File: config.mk
export PLATFORM = sky130hd
export DESIGN_NAME = cst_top
export DESIGN_NICKNAME = d
export VERILOG_FILES = /design/src/hw/cst_pkg.sv /design/src/hw/cst_sync_if.sv /design/src/hw/cst_sync.sv /design/src/hw/cst_tick.sv /design/src/hw/cst_top.sv
export VERILOG_INCLUDE_DIRS = /design/src /design/src/hw
export SDC_FILE = /design/constraint.sdc
export NUM_CORES = 1
export LEC_CHECK = 0
export BUFFER_PORTS_ARGS = -buffer_cell sky130_fd_sc_hd__buf_2
export CAP_MARGIN = 30
export CORE_MARGIN = 8
export CORE_UTILIZATION = 53
export DETAILED_ROUTE_END_ITERATION = 16
export PLACE_DENSITY = 0.83
export SLEW_MARGIN = 20
export SYNTH_ARGS = -nofsm -noshare
export SYNTH_HDL_FRONTEND = slang
export SYNTH_SLANG_ARGS = --single-unit
File: constraint.sdc
create_clock -name pclk -period 2.3 [get_ports pclk]
set_input_delay 0.345 -clock pclk [delete_from_list [all_inputs] [get_ports pclk]]
set_output_delay 0.345 -clock pclk [all_outputs]
set_load 0.01 [all_outputs]
File: src/hw/cst_regs.svh
// register offsets, field positions and timing counts of the serial timing block
`ifndef CST_REGS_SVH
`define CST_REGS_SVH
`define CST_STATUS_0 8'h00
`define CST_MEM_CTL_0 8'h04
`define CST_SER_CTL_1 8'h08
`define CST_MEM_CTL_2 8'h0C
`define CST_CS_CFG 8'h10
`define CST_TX_DATA 8'h14
`define CST_RX_DATA 8'h18
`define CST_IRQ_STATUS 8'h1C
`define CST_IRQ_MASK 8'h20
`define CST_TSF_BIT 7
`define CST_BTST_BIT 31
`define CST_HALF_BIT 3
`define CST_ENABLE_BIT 4
`define CST_MODE_LSB 8
`define CST_FRAME_EDGES 5'h10
`define CST_TICK_DIV 4
// half serial clock steps for codes 0..15, code 0 in the low six bits
`define CST_STEP_TABLE {6'h29, 6'h25, 6'h21, 6'h1D, 6'h19, 6'h17, 6'h15, 6'h13, \
    6'h11, 6'h0D, 6'h09, 6'h07, 6'h05, 6'h03, 6'h02, 6'h01}
`endif

File: src/hw/cst_pkg.sv
// types shared by the serial timing block
package cst_pkg;
    typedef enum logic [1:0] {CST_DIRECT, CST_FIFO, CST_DUAL, CST_TXONLY} cst_mem_t;
    typedef enum logic [1:0] {CST_RX, CST_TX, CST_TXRX, CST_DIR_RSVD} cst_dir_t;
    typedef enum {CST_IDLE, CST_SETUP, CST_SHIFT, CST_GAP, CST_HOLD, CST_REST} cst_state_t;
endpackage

File: src/hw/cst_sync_if.sv
// raw pin levels and their synchronised copies
`timescale 1ns/1ns
`default_nettype none
interface cst_sync_if #(parameter int W = 2);
    logic [W-1:0] raw;
    logic [W-1:0] sync;
    modport src (output raw, input sync);
    modport dst (input raw, output sync);
endinterface
`default_nettype wire

File: src/hw/cst_sync.sv
// two-flop synchronisers, one per bit
`timescale 1ns/1ns
`default_nettype none
module cst_sync #(parameter int W = 2) (
    input wire logic pclk,
    input wire logic presetn,
    cst_sync_if.dst p
);
    logic [W-1:0] meta;
    for (genvar i = 0; i < W; i++) begin : g_bit
        always_ff @(posedge pclk or negedge presetn) begin
            if (!presetn) begin
                meta[i] <= 1'b0;
                p.sync[i] <= 1'b0;
            end else begin
                meta[i] <= p.raw[i];
                p.sync[i] <= meta[i];
            end
        end
    end
endmodule
`default_nettype wire

File: src/hw/cst_tick.sv
// divider giving one enable pulse per half serial clock
`timescale 1ns/1ns
`default_nettype none
module cst_tick #(parameter int DIV = 4) (
    input wire logic pclk,
    input wire logic presetn,
    input wire logic run,
    output logic tick
);
    logic [7:0] cnt;
    if (DIV < 2 || DIV > 255) begin : g_bad_div
        $error("cst_tick: DIV out of range");
    end
    // restarting on run keeps the first half period whole
    always_ff @(posedge pclk or negedge presetn) begin
        if (!presetn) begin
            cnt <= 8'h00;
            tick <= 1'b0;
        end else if (!run || cnt == 8'(DIV - 1)) begin
            cnt <= 8'h00;
            tick <= run;
        end else begin
            cnt <= cnt + 8'h01;
            tick <= 1'b0;
        end
    end
endmodule
`default_nettype wire

File: src/hw/cst_top.sv
// one channel: status flag, timeout, chip-select timing and completion events
//
// The placing of the registers and the APB interface to the registers were decided locally.
`timescale 1ns/1ns
`default_nettype none
`include "cst_regs.svh"
// How it works
// direct or FIFO mode, transmit directions: writing transmit data sets the flag
// dual or transmit-only buffer mode: the buffer start bit sets the flag
// the flag clears within half a serial clock after the last edge
// slave receive-only, direct or FIFO: flag sets when serial clock toggles
// five-bit timeout field picks clock cycles before a FIFO timeout
// three-bit idle field inserts 0.5 to 8.5 clock cycles of idle
// four-bit hold field gives 0.5 to 20.5 cycles of chip-select hold
// extra half cycle bit adds half a cycle to every hold code
// completion events drive all three DMA trigger outputs and the interrupt path
// inter-data field gives 0.0 to 20.0 cycle gaps, plus half when set
// setup field delays first clock edge 0.5 to 20.5 cycles after select
module cst_top import cst_pkg::*; #(parameter int TICK_DIV = `CST_TICK_DIV) (
    input wire logic pclk,
    input wire logic presetn,
    input wire logic psel,
    input wire logic penable,
    input wire logic pwrite,
    input wire logic [7:0] paddr,
    input wire logic [31:0] pwdata,
    output logic [31:0] prdata,
    output logic pready,
    output logic pslverr,
    input wire logic sclk_in,
    output logic sclk_out,
    output logic sclk_oe,
    input wire logic sdi,
    output logic sdo,
    output logic cs_n,
    output logic irq,
    output logic [2:0] dma_req
);
    localparam logic [95:0] STEPS = `CST_STEP_TABLE;
    logic [4:0] timeout_sel;
    cst_mem_t mem_mode;
    logic master, half_sel, enable;
    cst_dir_t dir;
    logic [14:0] cfg;
    logic [7:0] tx_buf, rx_data, shreg;
    logic [3:0] irq_st, irq_mask, ev;
    logic tsf, tx_pend, tick, wr, rd;
    cst_state_t state;
    logic [5:0] dly;
    logic [4:0] edges;
    logic [4:0] to_cnt;
    logic to_armed;
    logic sclk_s, sclk_d, sdi_s, sclk_edge, last_edge;
    cst_sync_if #(.W(2)) syn ();

    // the divider cannot make a half period shorter than two clocks
    if (TICK_DIV < 2 || TICK_DIV > 255) begin : g_bad_div
        $error("cst_top: TICK_DIV out of range");
    end

    // one table serves setup, hold, gap and idle; setup, hold and gap add their own offsets, idle uses it as is
    function automatic logic [5:0] steps(input logic [3:0] code);
        steps = STEPS[6*code +: 6];
    endfunction

    assign syn.raw = {sdi, sclk_in};
    assign sclk_s = syn.sync[0];
    assign sdi_s = syn.sync[1];

    cst_sync #(.W(2)) u_sync (.pclk(pclk), .presetn(presetn), .p(syn));
    cst_tick #(.DIV(TICK_DIV)) u_tick (.pclk(pclk), .presetn(presetn),
        .run(master && enable && state != CST_IDLE), .tick(tick));

    // apb: one wait state so read data can come from a flop
    assign wr = psel && penable && pwrite && pready;
    assign rd = psel && penable && !pwrite && !pready;
    wire tx_wr = wr && paddr == `CST_TX_DATA;
    wire btst_wr = wr && paddr == `CST_MEM_CTL_2 && pwdata[`CST_BTST_BIT];
    wire tx_dir = dir == CST_TX || dir == CST_TXRX;
    wire fifo_like = mem_mode == CST_DIRECT || mem_mode == CST_FIFO;

    always_ff @(posedge pclk or negedge presetn) begin
        if (!presetn) begin
            pready <= 1'b0;
            pslverr <= 1'b0;
            prdata <= 32'h0000_0000;
        end else begin
            pready <= psel && penable && !pready;
            pslverr <= 1'b0;
            prdata <= 32'h0000_0000;
            if (psel && penable && !pready) begin
                case (paddr)
                    `CST_STATUS_0: prdata[`CST_TSF_BIT] <= tsf;
                    `CST_MEM_CTL_0: prdata <= {22'h0, mem_mode, 3'h0, timeout_sel};
                    `CST_SER_CTL_1: prdata <= {27'h0, enable, half_sel, dir, master};
                    `CST_MEM_CTL_2: prdata <= 32'h0000_0000;
                    `CST_CS_CFG: prdata <= {17'h0, cfg};
                    `CST_TX_DATA: prdata <= {24'h0, tx_buf};
                    `CST_RX_DATA: if (rd) prdata <= {24'h0, rx_data};
                    `CST_IRQ_STATUS: prdata <= {28'h0, irq_st};
                    `CST_IRQ_MASK: prdata <= {28'h0, irq_mask};
                    default: pslverr <= 1'b1;
                endcase
            end
        end
    end

    always_ff @(posedge pclk or negedge presetn) begin
        if (!presetn) begin
            timeout_sel <= 5'h00;
            mem_mode <= CST_DIRECT;
            master <= 1'b0;
            dir <= CST_TXRX;
            half_sel <= 1'b0;
            enable <= 1'b0;
            cfg <= 15'h0000;
            tx_buf <= 8'h00;
            irq_mask <= 4'h0;
        end else if (wr) begin
            case (paddr)
                `CST_MEM_CTL_0: begin
                    timeout_sel <= pwdata[4:0];
                    mem_mode <= cst_mem_t'(pwdata[`CST_MODE_LSB +: 2]);
                end
                `CST_SER_CTL_1: begin
                    master <= pwdata[0];
                    dir <= cst_dir_t'(pwdata[2:1]);
                    half_sel <= pwdata[`CST_HALF_BIT];
                    enable <= pwdata[`CST_ENABLE_BIT];
                end
                `CST_CS_CFG: cfg <= pwdata[14:0];
                `CST_TX_DATA: tx_buf <= pwdata[7:0];
                `CST_IRQ_MASK: irq_mask <= pwdata[3:0];
                default: ;
            endcase
        end
    end

    // sclk edges as seen by the slave, after the synchroniser
    always_ff @(posedge pclk or negedge presetn) begin
        if (!presetn) sclk_d <= 1'b0;
        else sclk_d <= sclk_s;
    end
    assign sclk_edge = !master && enable && (sclk_s != sclk_d);
    assign last_edge = master ? (state == CST_SHIFT && tick && edges == `CST_FRAME_EDGES - 5'h01)
                              : (sclk_edge && edges == `CST_FRAME_EDGES - 5'h01);

    wire set_tsf = enable && ((fifo_like && tx_dir && tx_wr)
        || (!fifo_like && btst_wr)
        || (!master && fifo_like && dir == CST_RX && sclk_edge && edges == 5'h00));

    // set wins over the end-of-frame clear
    always_ff @(posedge pclk or negedge presetn) begin
        if (!presetn) tsf <= 1'b0;
        else if (set_tsf) tsf <= 1'b1;
        else if (last_edge) tsf <= 1'b0;
    end

    // a trigger during a frame is remembered here and becomes the next byte
    always_ff @(posedge pclk or negedge presetn) begin
        if (!presetn) tx_pend <= 1'b0;
        else if (set_tsf && master) tx_pend <= 1'b1;
        else if ((state == CST_SETUP || state == CST_GAP) && dly == 6'h00) tx_pend <= 1'b0;
    end

    // master sequencer, every delay counted in half serial clocks
    always_ff @(posedge pclk or negedge presetn) begin
        if (!presetn) begin
            state <= CST_IDLE;
            dly <= 6'h00;
            cs_n <= 1'b1;
        end else if (!master || !enable) begin
            state <= CST_IDLE;
            dly <= 6'h00;
            cs_n <= 1'b1;
        end else begin
            case (state)
                CST_IDLE: if (tx_pend) begin
                    state <= CST_SETUP;
                    cs_n <= 1'b0;
                    // the tick that launches the first edge is the last half step
                    dly <= steps(cfg[3:0]) - 6'h01;
                end
                CST_SETUP, CST_GAP: if (dly == 6'h00) state <= CST_SHIFT;
                    else if (tick) dly <= dly - 6'h01;
                CST_SHIFT: if (last_edge) begin
                    if (tx_pend) begin
                        state <= CST_GAP;
                        dly <= steps(cfg[7:4]) - 6'h01 + {5'h00, half_sel};
                    end else begin
                        state <= CST_HOLD;
                        dly <= steps(cfg[11:8]) + {5'h00, half_sel};
                    end
                end
                CST_HOLD: if (dly == 6'h00) begin
                    state <= CST_REST;
                    cs_n <= 1'b1;
                    dly <= steps({1'b0, cfg[14:12]});
                end else if (tick) dly <= dly - 6'h01;
                CST_REST: if (dly == 6'h00) state <= CST_IDLE;
                    else if (tick) dly <= dly - 6'h01;
                default: state <= CST_IDLE;
            endcase
        end
    end

    // shifter: drive on falling edge, sample on rising edge, msb first
    wire step = master ? (state == CST_SHIFT && tick) : sclk_edge;
    wire rising = master ? !sclk_out : sclk_s;
    always_ff @(posedge pclk or negedge presetn) begin
        if (!presetn) begin
            edges <= 5'h00;
            shreg <= 8'h00;
            sdo <= 1'b0;
            sclk_out <= 1'b0;
            rx_data <= 8'h00;
        end else begin
            if ((master && state != CST_SHIFT) || (!master && tx_wr)) begin
                edges <= 5'h00;
                shreg <= tx_buf;
                sdo <= tx_buf[7];
                if (!master && tx_wr) begin
                    shreg <= pwdata[7:0];
                    sdo <= pwdata[7];
                end
            end else if (step) begin
                edges <= last_edge ? 5'h00 : edges + 5'h01;
                if (rising) shreg <= {shreg[6:0], sdi_s};
                else sdo <= shreg[7];
                // the sixteenth edge is a falling one: all eight bits are already in
                if (last_edge) rx_data <= shreg;
            end
            if (master && state == CST_SHIFT && tick) sclk_out <= !sclk_out;
            else if (state != CST_SHIFT) sclk_out <= 1'b0;
        end
    end

    always_ff @(posedge pclk or negedge presetn) begin
        if (!presetn) sclk_oe <= 1'b0;
        else sclk_oe <= master && enable;
    end

    // fifo timeout: pclk cycles of silence after a received frame
    always_ff @(posedge pclk or negedge presetn) begin
        if (!presetn) begin
            to_cnt <= 5'h00;
            to_armed <= 1'b0;
        end else if (last_edge || step) begin
            to_cnt <= 5'h00;
            to_armed <= mem_mode == CST_FIFO && timeout_sel != 5'h00;
        end else if (to_armed) begin
            to_cnt <= to_cnt + 5'h01;
            if (to_cnt == timeout_sel - 5'h01) to_armed <= 1'b0;
        end
    end

    wire job_end = master ? (state == CST_HOLD && dly == 6'h00) : last_edge;
    always_comb begin
        ev[0] = last_edge && tx_dir;
        ev[1] = last_edge && dir != CST_TX;
        ev[2] = job_end;
        ev[3] = to_armed && to_cnt == timeout_sel - 5'h01;
    end

    // sticky status, write one to clear; a new event beats the clear
    always_ff @(posedge pclk or negedge presetn) begin
        if (!presetn) begin
            irq_st <= 4'h0;
            irq <= 1'b0;
            dma_req <= 3'h0;
        end else begin
            irq_st <= (irq_st & ~((wr && paddr == `CST_IRQ_STATUS) ? pwdata[3:0] : 4'h0)) | ev;
            irq <= |(irq_st & irq_mask);
            dma_req <= ev[2:0];
        end
    end

    tsf_set_a: assert property (@(posedge pclk) disable iff (!presetn)
        enable && fifo_like && tx_dir && tx_wr |=> tsf)
        else $error("flag not set by transmit write");
    btst_set_a: assert property (@(posedge pclk) disable iff (!presetn)
        enable && !fifo_like && btst_wr |=> tsf)
        else $error("flag not set by buffer start");
    tsf_clear_a: assert property (@(posedge pclk) disable iff (!presetn)
        last_edge && !set_tsf |=> !tsf)
        else $error("flag not cleared after last edge");
    slave_rx_a: assert property (@(posedge pclk) disable iff (!presetn)
        enable && !master && fifo_like && dir == CST_RX && sclk_edge && edges == 5'h00 |=> tsf)
        else $error("flag not set by serial clock input");
    timeout_a: assert property (@(posedge pclk) disable iff (!presetn)
        ev[3] |-> to_cnt + 5'h01 == timeout_sel && mem_mode == CST_FIFO)
        else $error("timeout at wrong count");
    idle_time_a: assert property (@(posedge pclk) disable iff (!presetn)
        $changed(state) && state == CST_REST |-> dly == steps({1'b0, cfg[14:12]}))
        else $error("idle time mismatch");
    hold_time_a: assert property (@(posedge pclk) disable iff (!presetn)
        $changed(state) && state == CST_HOLD |-> cs_n == 1'b0
        && dly == steps(cfg[11:8]) + {5'h00, half_sel})
        else $error("hold time mismatch");
    hold_half_a: assert property (@(posedge pclk) disable iff (!presetn)
        $changed(state) && state == CST_HOLD && half_sel && cfg[11:8] == 4'h0 |-> dly == 6'h02)
        else $error("extra half cycle missing");
    dma_event_a: assert property (@(posedge pclk) disable iff (!presetn)
        ev[2] |=> dma_req[2] && irq_st[2])
        else $error("job event not routed");
    gap_time_a: assert property (@(posedge pclk) disable iff (!presetn)
        $changed(state) && state == CST_GAP |-> !cs_n
        && dly == steps(cfg[7:4]) - 6'h01 + {5'h00, half_sel})
        else $error("inter-data gap mismatch");
    setup_time_a: assert property (@(posedge pclk) disable iff (!presetn)
        $rose(!cs_n) |-> state == CST_SETUP && dly == steps(cfg[3:0]) - 6'h01)
        else $error("setup delay mismatch");

    frame_c: cover property (@(posedge pclk) disable iff (!presetn) state == CST_HOLD);
    gap_c: cover property (@(posedge pclk) disable iff (!presetn) state == CST_GAP);
    slave_c: cover property (@(posedge pclk) disable iff (!presetn) !master && last_edge);
    timeout_c: cover property (@(posedge pclk) disable iff (!presetn) ev[3]);
    idle_c: cover property (@(posedge pclk) disable iff (!presetn)
        state == CST_REST && cfg[14:12] == 3'h7);

    // bus, pin and interrupt behaviour around the timing logic
    pready_pulse_a: assert property (@(posedge pclk) disable iff (!presetn)
        pready |=> !pready)
        else $error("ready held longer than one cycle");
    slverr_ready_a: assert property (@(posedge pclk) disable iff (!presetn)
        pslverr |-> pready)
        else $error("error response without ready");
    cs_released_a: assert property (@(posedge pclk) disable iff (!presetn)
        !master || !enable |=> cs_n)
        else $error("chip select low while not master");
    sclk_idle_a: assert property (@(posedge pclk) disable iff (!presetn)
        state != CST_SHIFT |=> !sclk_out)
        else $error("serial clock not idle low");
    sclk_enable_a: assert property (@(posedge pclk) disable iff (!presetn)
        master && enable |=> sclk_oe)
        else $error("serial clock output not enabled");
    irq_on_a: assert property (@(posedge pclk) disable iff (!presetn)
        (irq_st & irq_mask) != 4'h0 |=> irq)
        else $error("unmasked event without interrupt");
    irq_off_a: assert property (@(posedge pclk) disable iff (!presetn)
        (irq_st & irq_mask) == 4'h0 |=> !irq)
        else $error("interrupt without unmasked event");
    job_pulse_a: assert property (@(posedge pclk) disable iff (!presetn)
        dma_req[2] |=> !dma_req[2])
        else $error("job request longer than one cycle");
endmodule
`default_nettype wire

## Yosys cells after proc, flatten, opt, wreduce, memory -nomap -nowiden

Cells that the tools add are included.

- Output and inout port bits: 42
- Word-level logic and storage cells: 229
- Register bits after elaboration: 166

- Equal/unequal tests: 33
- $add $sub $neg: 9
- Shift-type cells: 4
- Reduce and logical (&&, ||, !) cells: 83
- Bitwise operators: 5
- Multipliers: 4
- Mux-type cells: 56

Operators by type and width:

| cell | number |
|---|---|
| variable part select 96 x 8 -> 6 bit, first input constant | 3 |
| 2-to-1 mux 32 bit | 7 |
| one-hot mux 32 bit (5 select lines) | 1 |
| == test 32 x 3 -> 1 bit, second input constant | 4 |
| == test 32 x 2 -> 1 bit, second input constant | 3 |
| variable part select 96 x 7 -> 6 bit, first input constant | 1 |
| one-hot mux 24 bit (3 select lines) | 1 |
| one-hot mux 7 bit (7 select lines) | 1 |
| 2-to-1 mux 8 bit | 6 |
| 2-to-1 mux 6 bit | 7 |
| logical AND 1 bit | 36 |
| == test 32 x 1 -> 1 bit, second input constant | 1 |
| == test 32 x 4 -> 1 bit, second input constant | 1 |
| == test 8 x 5 -> 1 bit, second input constant | 4 |
| logical NOT 32 bit | 1 |
| != test 32 x 3 -> 1 bit, second input constant | 1 |
| nonzero test 32 bit | 1 |
| 2-to-1 mux 5 bit | 5 |
| one-hot mux 6 bit (4 select lines) | 1 |
| 2-to-1 mux 1 bit | 23 |
| multiplier 2 x 4 -> 6 bit, first input constant | 3 |
| != test 3 bit, second input constant | 6 |
| subtractor 6 x 1 -> 6 bit, second input constant | 3 |
| == test 8 x 4 -> 1 bit, second input constant | 2 |
| 39 further kinds | 72 |

## Depth between registers and ports, before layout

- Depth in word-level cells: 11
- Depth in mapped cells: 12

## Hierarchy

From an unflattened synthesis, not the netlist that was laid out.

- Cells, all modules: 729
- Area total of the unflattened synthesis: 7,116.8 µm²

Modules (own cells, without submodules):

| module | cells an instance | sequential area each (µm²) | instances | area each (µm²) |
|---|---|---|---|---|
| cst_top | 685 | 2,680.1 | 1 | 6,592.6 |
| cst_tick | 40 | 225.2 | 1 | 424.2 |
| cst_sync | 4 | 100.1 | 1 | 100.1 |

## Least setup slack after synthesis

Ideal clock, no wire load.

- Kind: reg2reg
- Start point: register cfg[4]
- End point: register dly[4]
- Buffers on the path: 2
- Stages on the path, launching flop included: 11
- Arrival: 2.158 ns
- Library setup time: 0.133 ns
- Period minus slack after synthesis: 2.290 ns
- Data required time: 2.167 ns
- Slack: 0.010 ns
- Path through: dfrtp_1 inv_1 ha_1 buf_2 mux2_2 o22a_1 or2_1 buf_6 o211ai_1 and4bb_1 o211ai_2

- Word-level cells in the longest chain between the ends: 8

Ends and longest elaborated chain:

| what | line | source |
|---|---|---|
| start, declared | cst_top.sv:44 | `logic [14:0] cfg;` |
| start signal, assigned | cst_top.sv:131 | `` `CST_CS_CFG: cfg <= pwdata[14:0]; `` |
| multiplier 2 x 4 -> 6 bit | cst_top.sv:63 | `steps = STEPS[6*code +: 6];` |
| variable part select 96 x 8 -> 6 bit | cst_top.sv:63 |  |
| subtractor 6 x 1 -> 6 bit | cst_top.sv:189 | `dly <= steps(cfg[7:4]) - 6'h01 + {5'h00, half_sel};` |
| adder 6 x 1 -> 6 bit | cst_top.sv:189 |  |
| 2-to-1 mux 6 bit | cst_top.sv:187 | `if (tx_pend) begin` |
| 2-to-1 mux 6 bit | cst_top.sv:186 | `CST_SHIFT: if (last_edge) begin` |
| one-hot mux 6 bit (4 select lines) | cst_top.sv:177 | `case (state)` |
| 2-to-1 mux 6 bit | cst_top.sv:172 | `end else if (!master \|\| !enable) begin` |
| end signal, assigned | cst_top.sv:182 | `dly <= steps(cfg[3:0]) - 6'h01;` |
| end signal, assigned | cst_top.sv:185 | `else if (tick) dly <= dly - 6'h01;` |
| end signal, assigned | cst_top.sv:189 |  |
| end, declared | cst_top.sv:49 | `logic [5:0] dly;` |

No other way between the ends. The select of a mux whose other input is x is not followed.
A chain may end at the register's enable or synchronous reset.

## Worst setup path after layout

Ends and elaborated chain as after synthesis.

==> flow_summary.toml <==
[clock_tree]
root_buffer = "clkbuf_16"
cts_buffer_depth = 2
clk_pin_slew_ns = 0.06
insertion_delay_ns = 0.43
cts_tree = "done"
cts.sink_count = 120
htree_num_levels = 4
cts_buffers = 17

[floorplan]
num_io_pins = 89
die_w_um = 132
core-area_um2 = 13200
start_util = 0.540
rows = 42
die_h_um = 132
die_area_um2 = 17400

[place]
dp_hpwl_um = 13200
place_worst_setup_slack_ns = 0.0582
numPortBuffers = 55
place_congestion = 0.947
dp_cells = 964

[worst_setup_path]
critical_path_peak_fanout = 5
cp_top_family = "simple AND/OR/NAND/NOR gates"
critPathBufInv = 1
required_ns = 2.60
cpMaxStageDelayCell = "dfrtp_1"
worstSetupPathType = "reg -> reg"
endpoint_kind = "register"
worstPathCellList = "inv_1 > ha_4 > mux2_2 > o22a_1 > or2_4 > o211ai_1 > and4bb_1 > o211ai_2"
arrival_ns = 2.52
crit_path_start_kind = "register"
slowest_delay_ns = 0.41

[drt]
ant_nets = 0
num_vias = 5897
wl_um = 18600
routedWlPerCell_um = 18.6
vias_per_cell = 5.90
initialDrtViolationCount = 561
drt_first_pass_iters = 5
drc = 0

[sta]
finalMaxSlewViolations = 0
hold_viol = 0
fmaxAchievable_mhz = 451
setup_ws_ns = 0.0834
grt_setup_unrepaired = "true"
setup_viol = 0
period_needed_ns = 2.22
setup_tns_ns = 0
worst_pin_slew_ns = 0.670
finClkSkew_ns = 0.00941
hold-worst-slack_ns = 0.0214
fin_crit_sh = 0.964
maxSlewHeadroom = 0.553

[yosys]
postSynthCellCount = 721
netlist_top_cells_area = "dfrtp_1, mux2_2, ha_1"
async_reset_ff_frac = 1.00
synth-edff-count = 0
yosysTopAreaCellShare = 0.414
ys_seq_area_frac = 0.422
synthFlopType = "dfrtp_1"
synth-seq-cells = 120
synth_area_per_cell_um2 = 9.88
synth_area_leader_cell = "dfrtp_1"
yosys_warnings = 0
ys_types = 78
syn_area_um2 = 7130

[power_and_ir_drop]
power.density_nw_per_um2 = 597
p_sw_frac = 0.245
p_comb_frac = 0.054
seqPwrFrac = 0.434
power_mw = 5.03
p_switching_mw = 1.23
leakage_nw = 3.98
p_int_mw = 3.80
max-vdd-ir-drop_mv = 0.806
power_frac_clock = 0.512

[global_route]
grt_pass1_vias = 5985
grt_max_degree = 51
antenna_found_initial = 0
grtUsageTotal = 0.213
globalRouteOverflowTotal = 0
grt_pass1_wl_um = 30100

[final_layout]
fill_cells = 1042
final_cells = 999
final_common_cell = "dfrtp_1"
final_cell_mix = "dfrtp_1, nand2_1, mux2_2, buf_2, nor2_1"
drive_gt1_frac = 0.279
nNetsFinal = 889
diodes = 0
area_delta_synth_final_pct = 18.2

[worst_hold_path]
holdCritPathClass = "in -> reg"

[run_status]
status = "finished, final reports clean"

[run]
drv_cap = 0
==> logic make-up (layout without fill, tap and decap cells) <==
group	after synthesis	count (layout)	share of synthesized area
and+or+nand+nor	246	246	0.181
AOI/OAI and AO/OA	142	142	0.139
DFF	120	120	0.422
buffers and inverters	81	167	0.0567
muxes	70	70	0.109
adders and majority gates	32	32	0.0562
xor gates and xnor gates	29	29	0.0356
other	1	17	0.000526
==> worst register-to-register path, stage by stage (launching register included) <==
cell and delay (ns):
dfrtp_1 0.41, inv_1 0.16, ha_4 0.23, mux2_2 0.26
o22a_1 0.22, or2_4 0.29, o211ai_1 0.18, and4bb_1 0.24
o211ai_2 0.09
==> cells in the mapped netlist (4+ instances only) <==
master,n
a211oi_1,5
a21o_1,5
a21oi_1,22
a222oi_1,6
a22o_1,8
a22oi_1,6
a31oi_1,15
and3_1,10
buf_2,12
buf_4,18
clkbuf_1,18
dfrtp_1,118
ha_1,32
inv_1,28
mux2_2,54
mux2i_1,14
nand2_1,78
nand2b_1,10
nand3_1,25
nand3b_1,7
nand4_1,5
nor2_1,51
nor2b_1,5
nor3_1,13
nor3b_1,7
o2111ai_1,4
o21ai_0,25
o221ai_1,6
o22ai_1,6
o31ai_1,6
or3b_2,4
xnor2_1,13
xor2_1,16
==> final timing paths <==
path / from / to / slack (ns) / cells after the start
setup / recovery: cfg[4] / dly[4] / 0.08 / 8
hold / removal: sclk_in / u_sync.meta[0] / 0.02 / 1
setup reg to reg: cfg[4] / dly[4] / 0.08 / 8
hold reg to reg: u_sync.meta[1] / u_sync.p.sync[1] / 0.35 / 0
max in group asynchronous: presetn / cfg[11] / 1.07 / 3
min in group asynchronous: presetn / tx_buf[5] / 0.50 / 2
==> metal layers <==
metal | vias up | track usage | routed length [um]
met5 | - | 0 | 0
met4 | 0 | 0.114 | 783
met2 | 260 | 0.342 | 8910
met1 | 2845 | 0.254 | 7600
met3 | 72 | 0.0617 | 1320
li1 | 2720 | - | -
==> final cells by class <==
class	instances	area, um^2	area share
Sequential cell	120	3010	0.357
Timing Repair Buffer	107	681	0.0808
Clock inverter	12	115	0.0137
Inverter	28	105	0.0125
Tap cell	176	220	0.0261
Clock buffer	20	457	0.0542
Multi-Input combinational cell	536	3840	0.456
==> what timing repair did <==
action | CTS | global route
setup buffers | 0 | 1
gates resized for setup | 1 | 13
endpoints found under the hold margin | 45 | 0
cloned | 0 | 0
hold buffers | 1 | 0
pin swaps | 0 | 4
setup endpoints to repair | 1 | 7
==> flip-flops by register name, summed over array words and instances, names as in the netlist, 2 cells and up <==
signal and count:
irq_mask 4, rx_data 8, cfg 15, timeout_sel 5
dir 2, u_sync.meta 2, dma_req 3, edges 5
to_cnt 5, u_sync.p.sync 2, dly 6, mem_mode 2
u_tick.cnt 8, shreg 8, tx_buf 8, state 3
irq_st 4, prdata 15
==> power groups by stage <==
| stage | combinational [mW] | sequential (mW) | clock (mW) |
|---|---|---|---|
| 6_report | 0.274 | 2.18 | 2.58 |
| 5_1_grt | 0.298 | 2.19 | 2.70 |
| 4_1_cts | 0.271 | 2.18 | 2.60 |
| 3_5_place_dp | 0.266 | 2.22 | 0 |
| 3_3_place_gp | 0.255 | 2.22 | 0 |
| 2_1_floorplan | 0.142 | 2.21 | 0 |
==> through the flow <==
step,cell area (um^2),utilization
after floorplan,7190,-
after global placement,7770,0.589
after detailed placement,7770,0.589
final,8420,0.639
after global routing,8420,0.639
after CTS,8350,0.633
(Power assumes the default switching activity.)
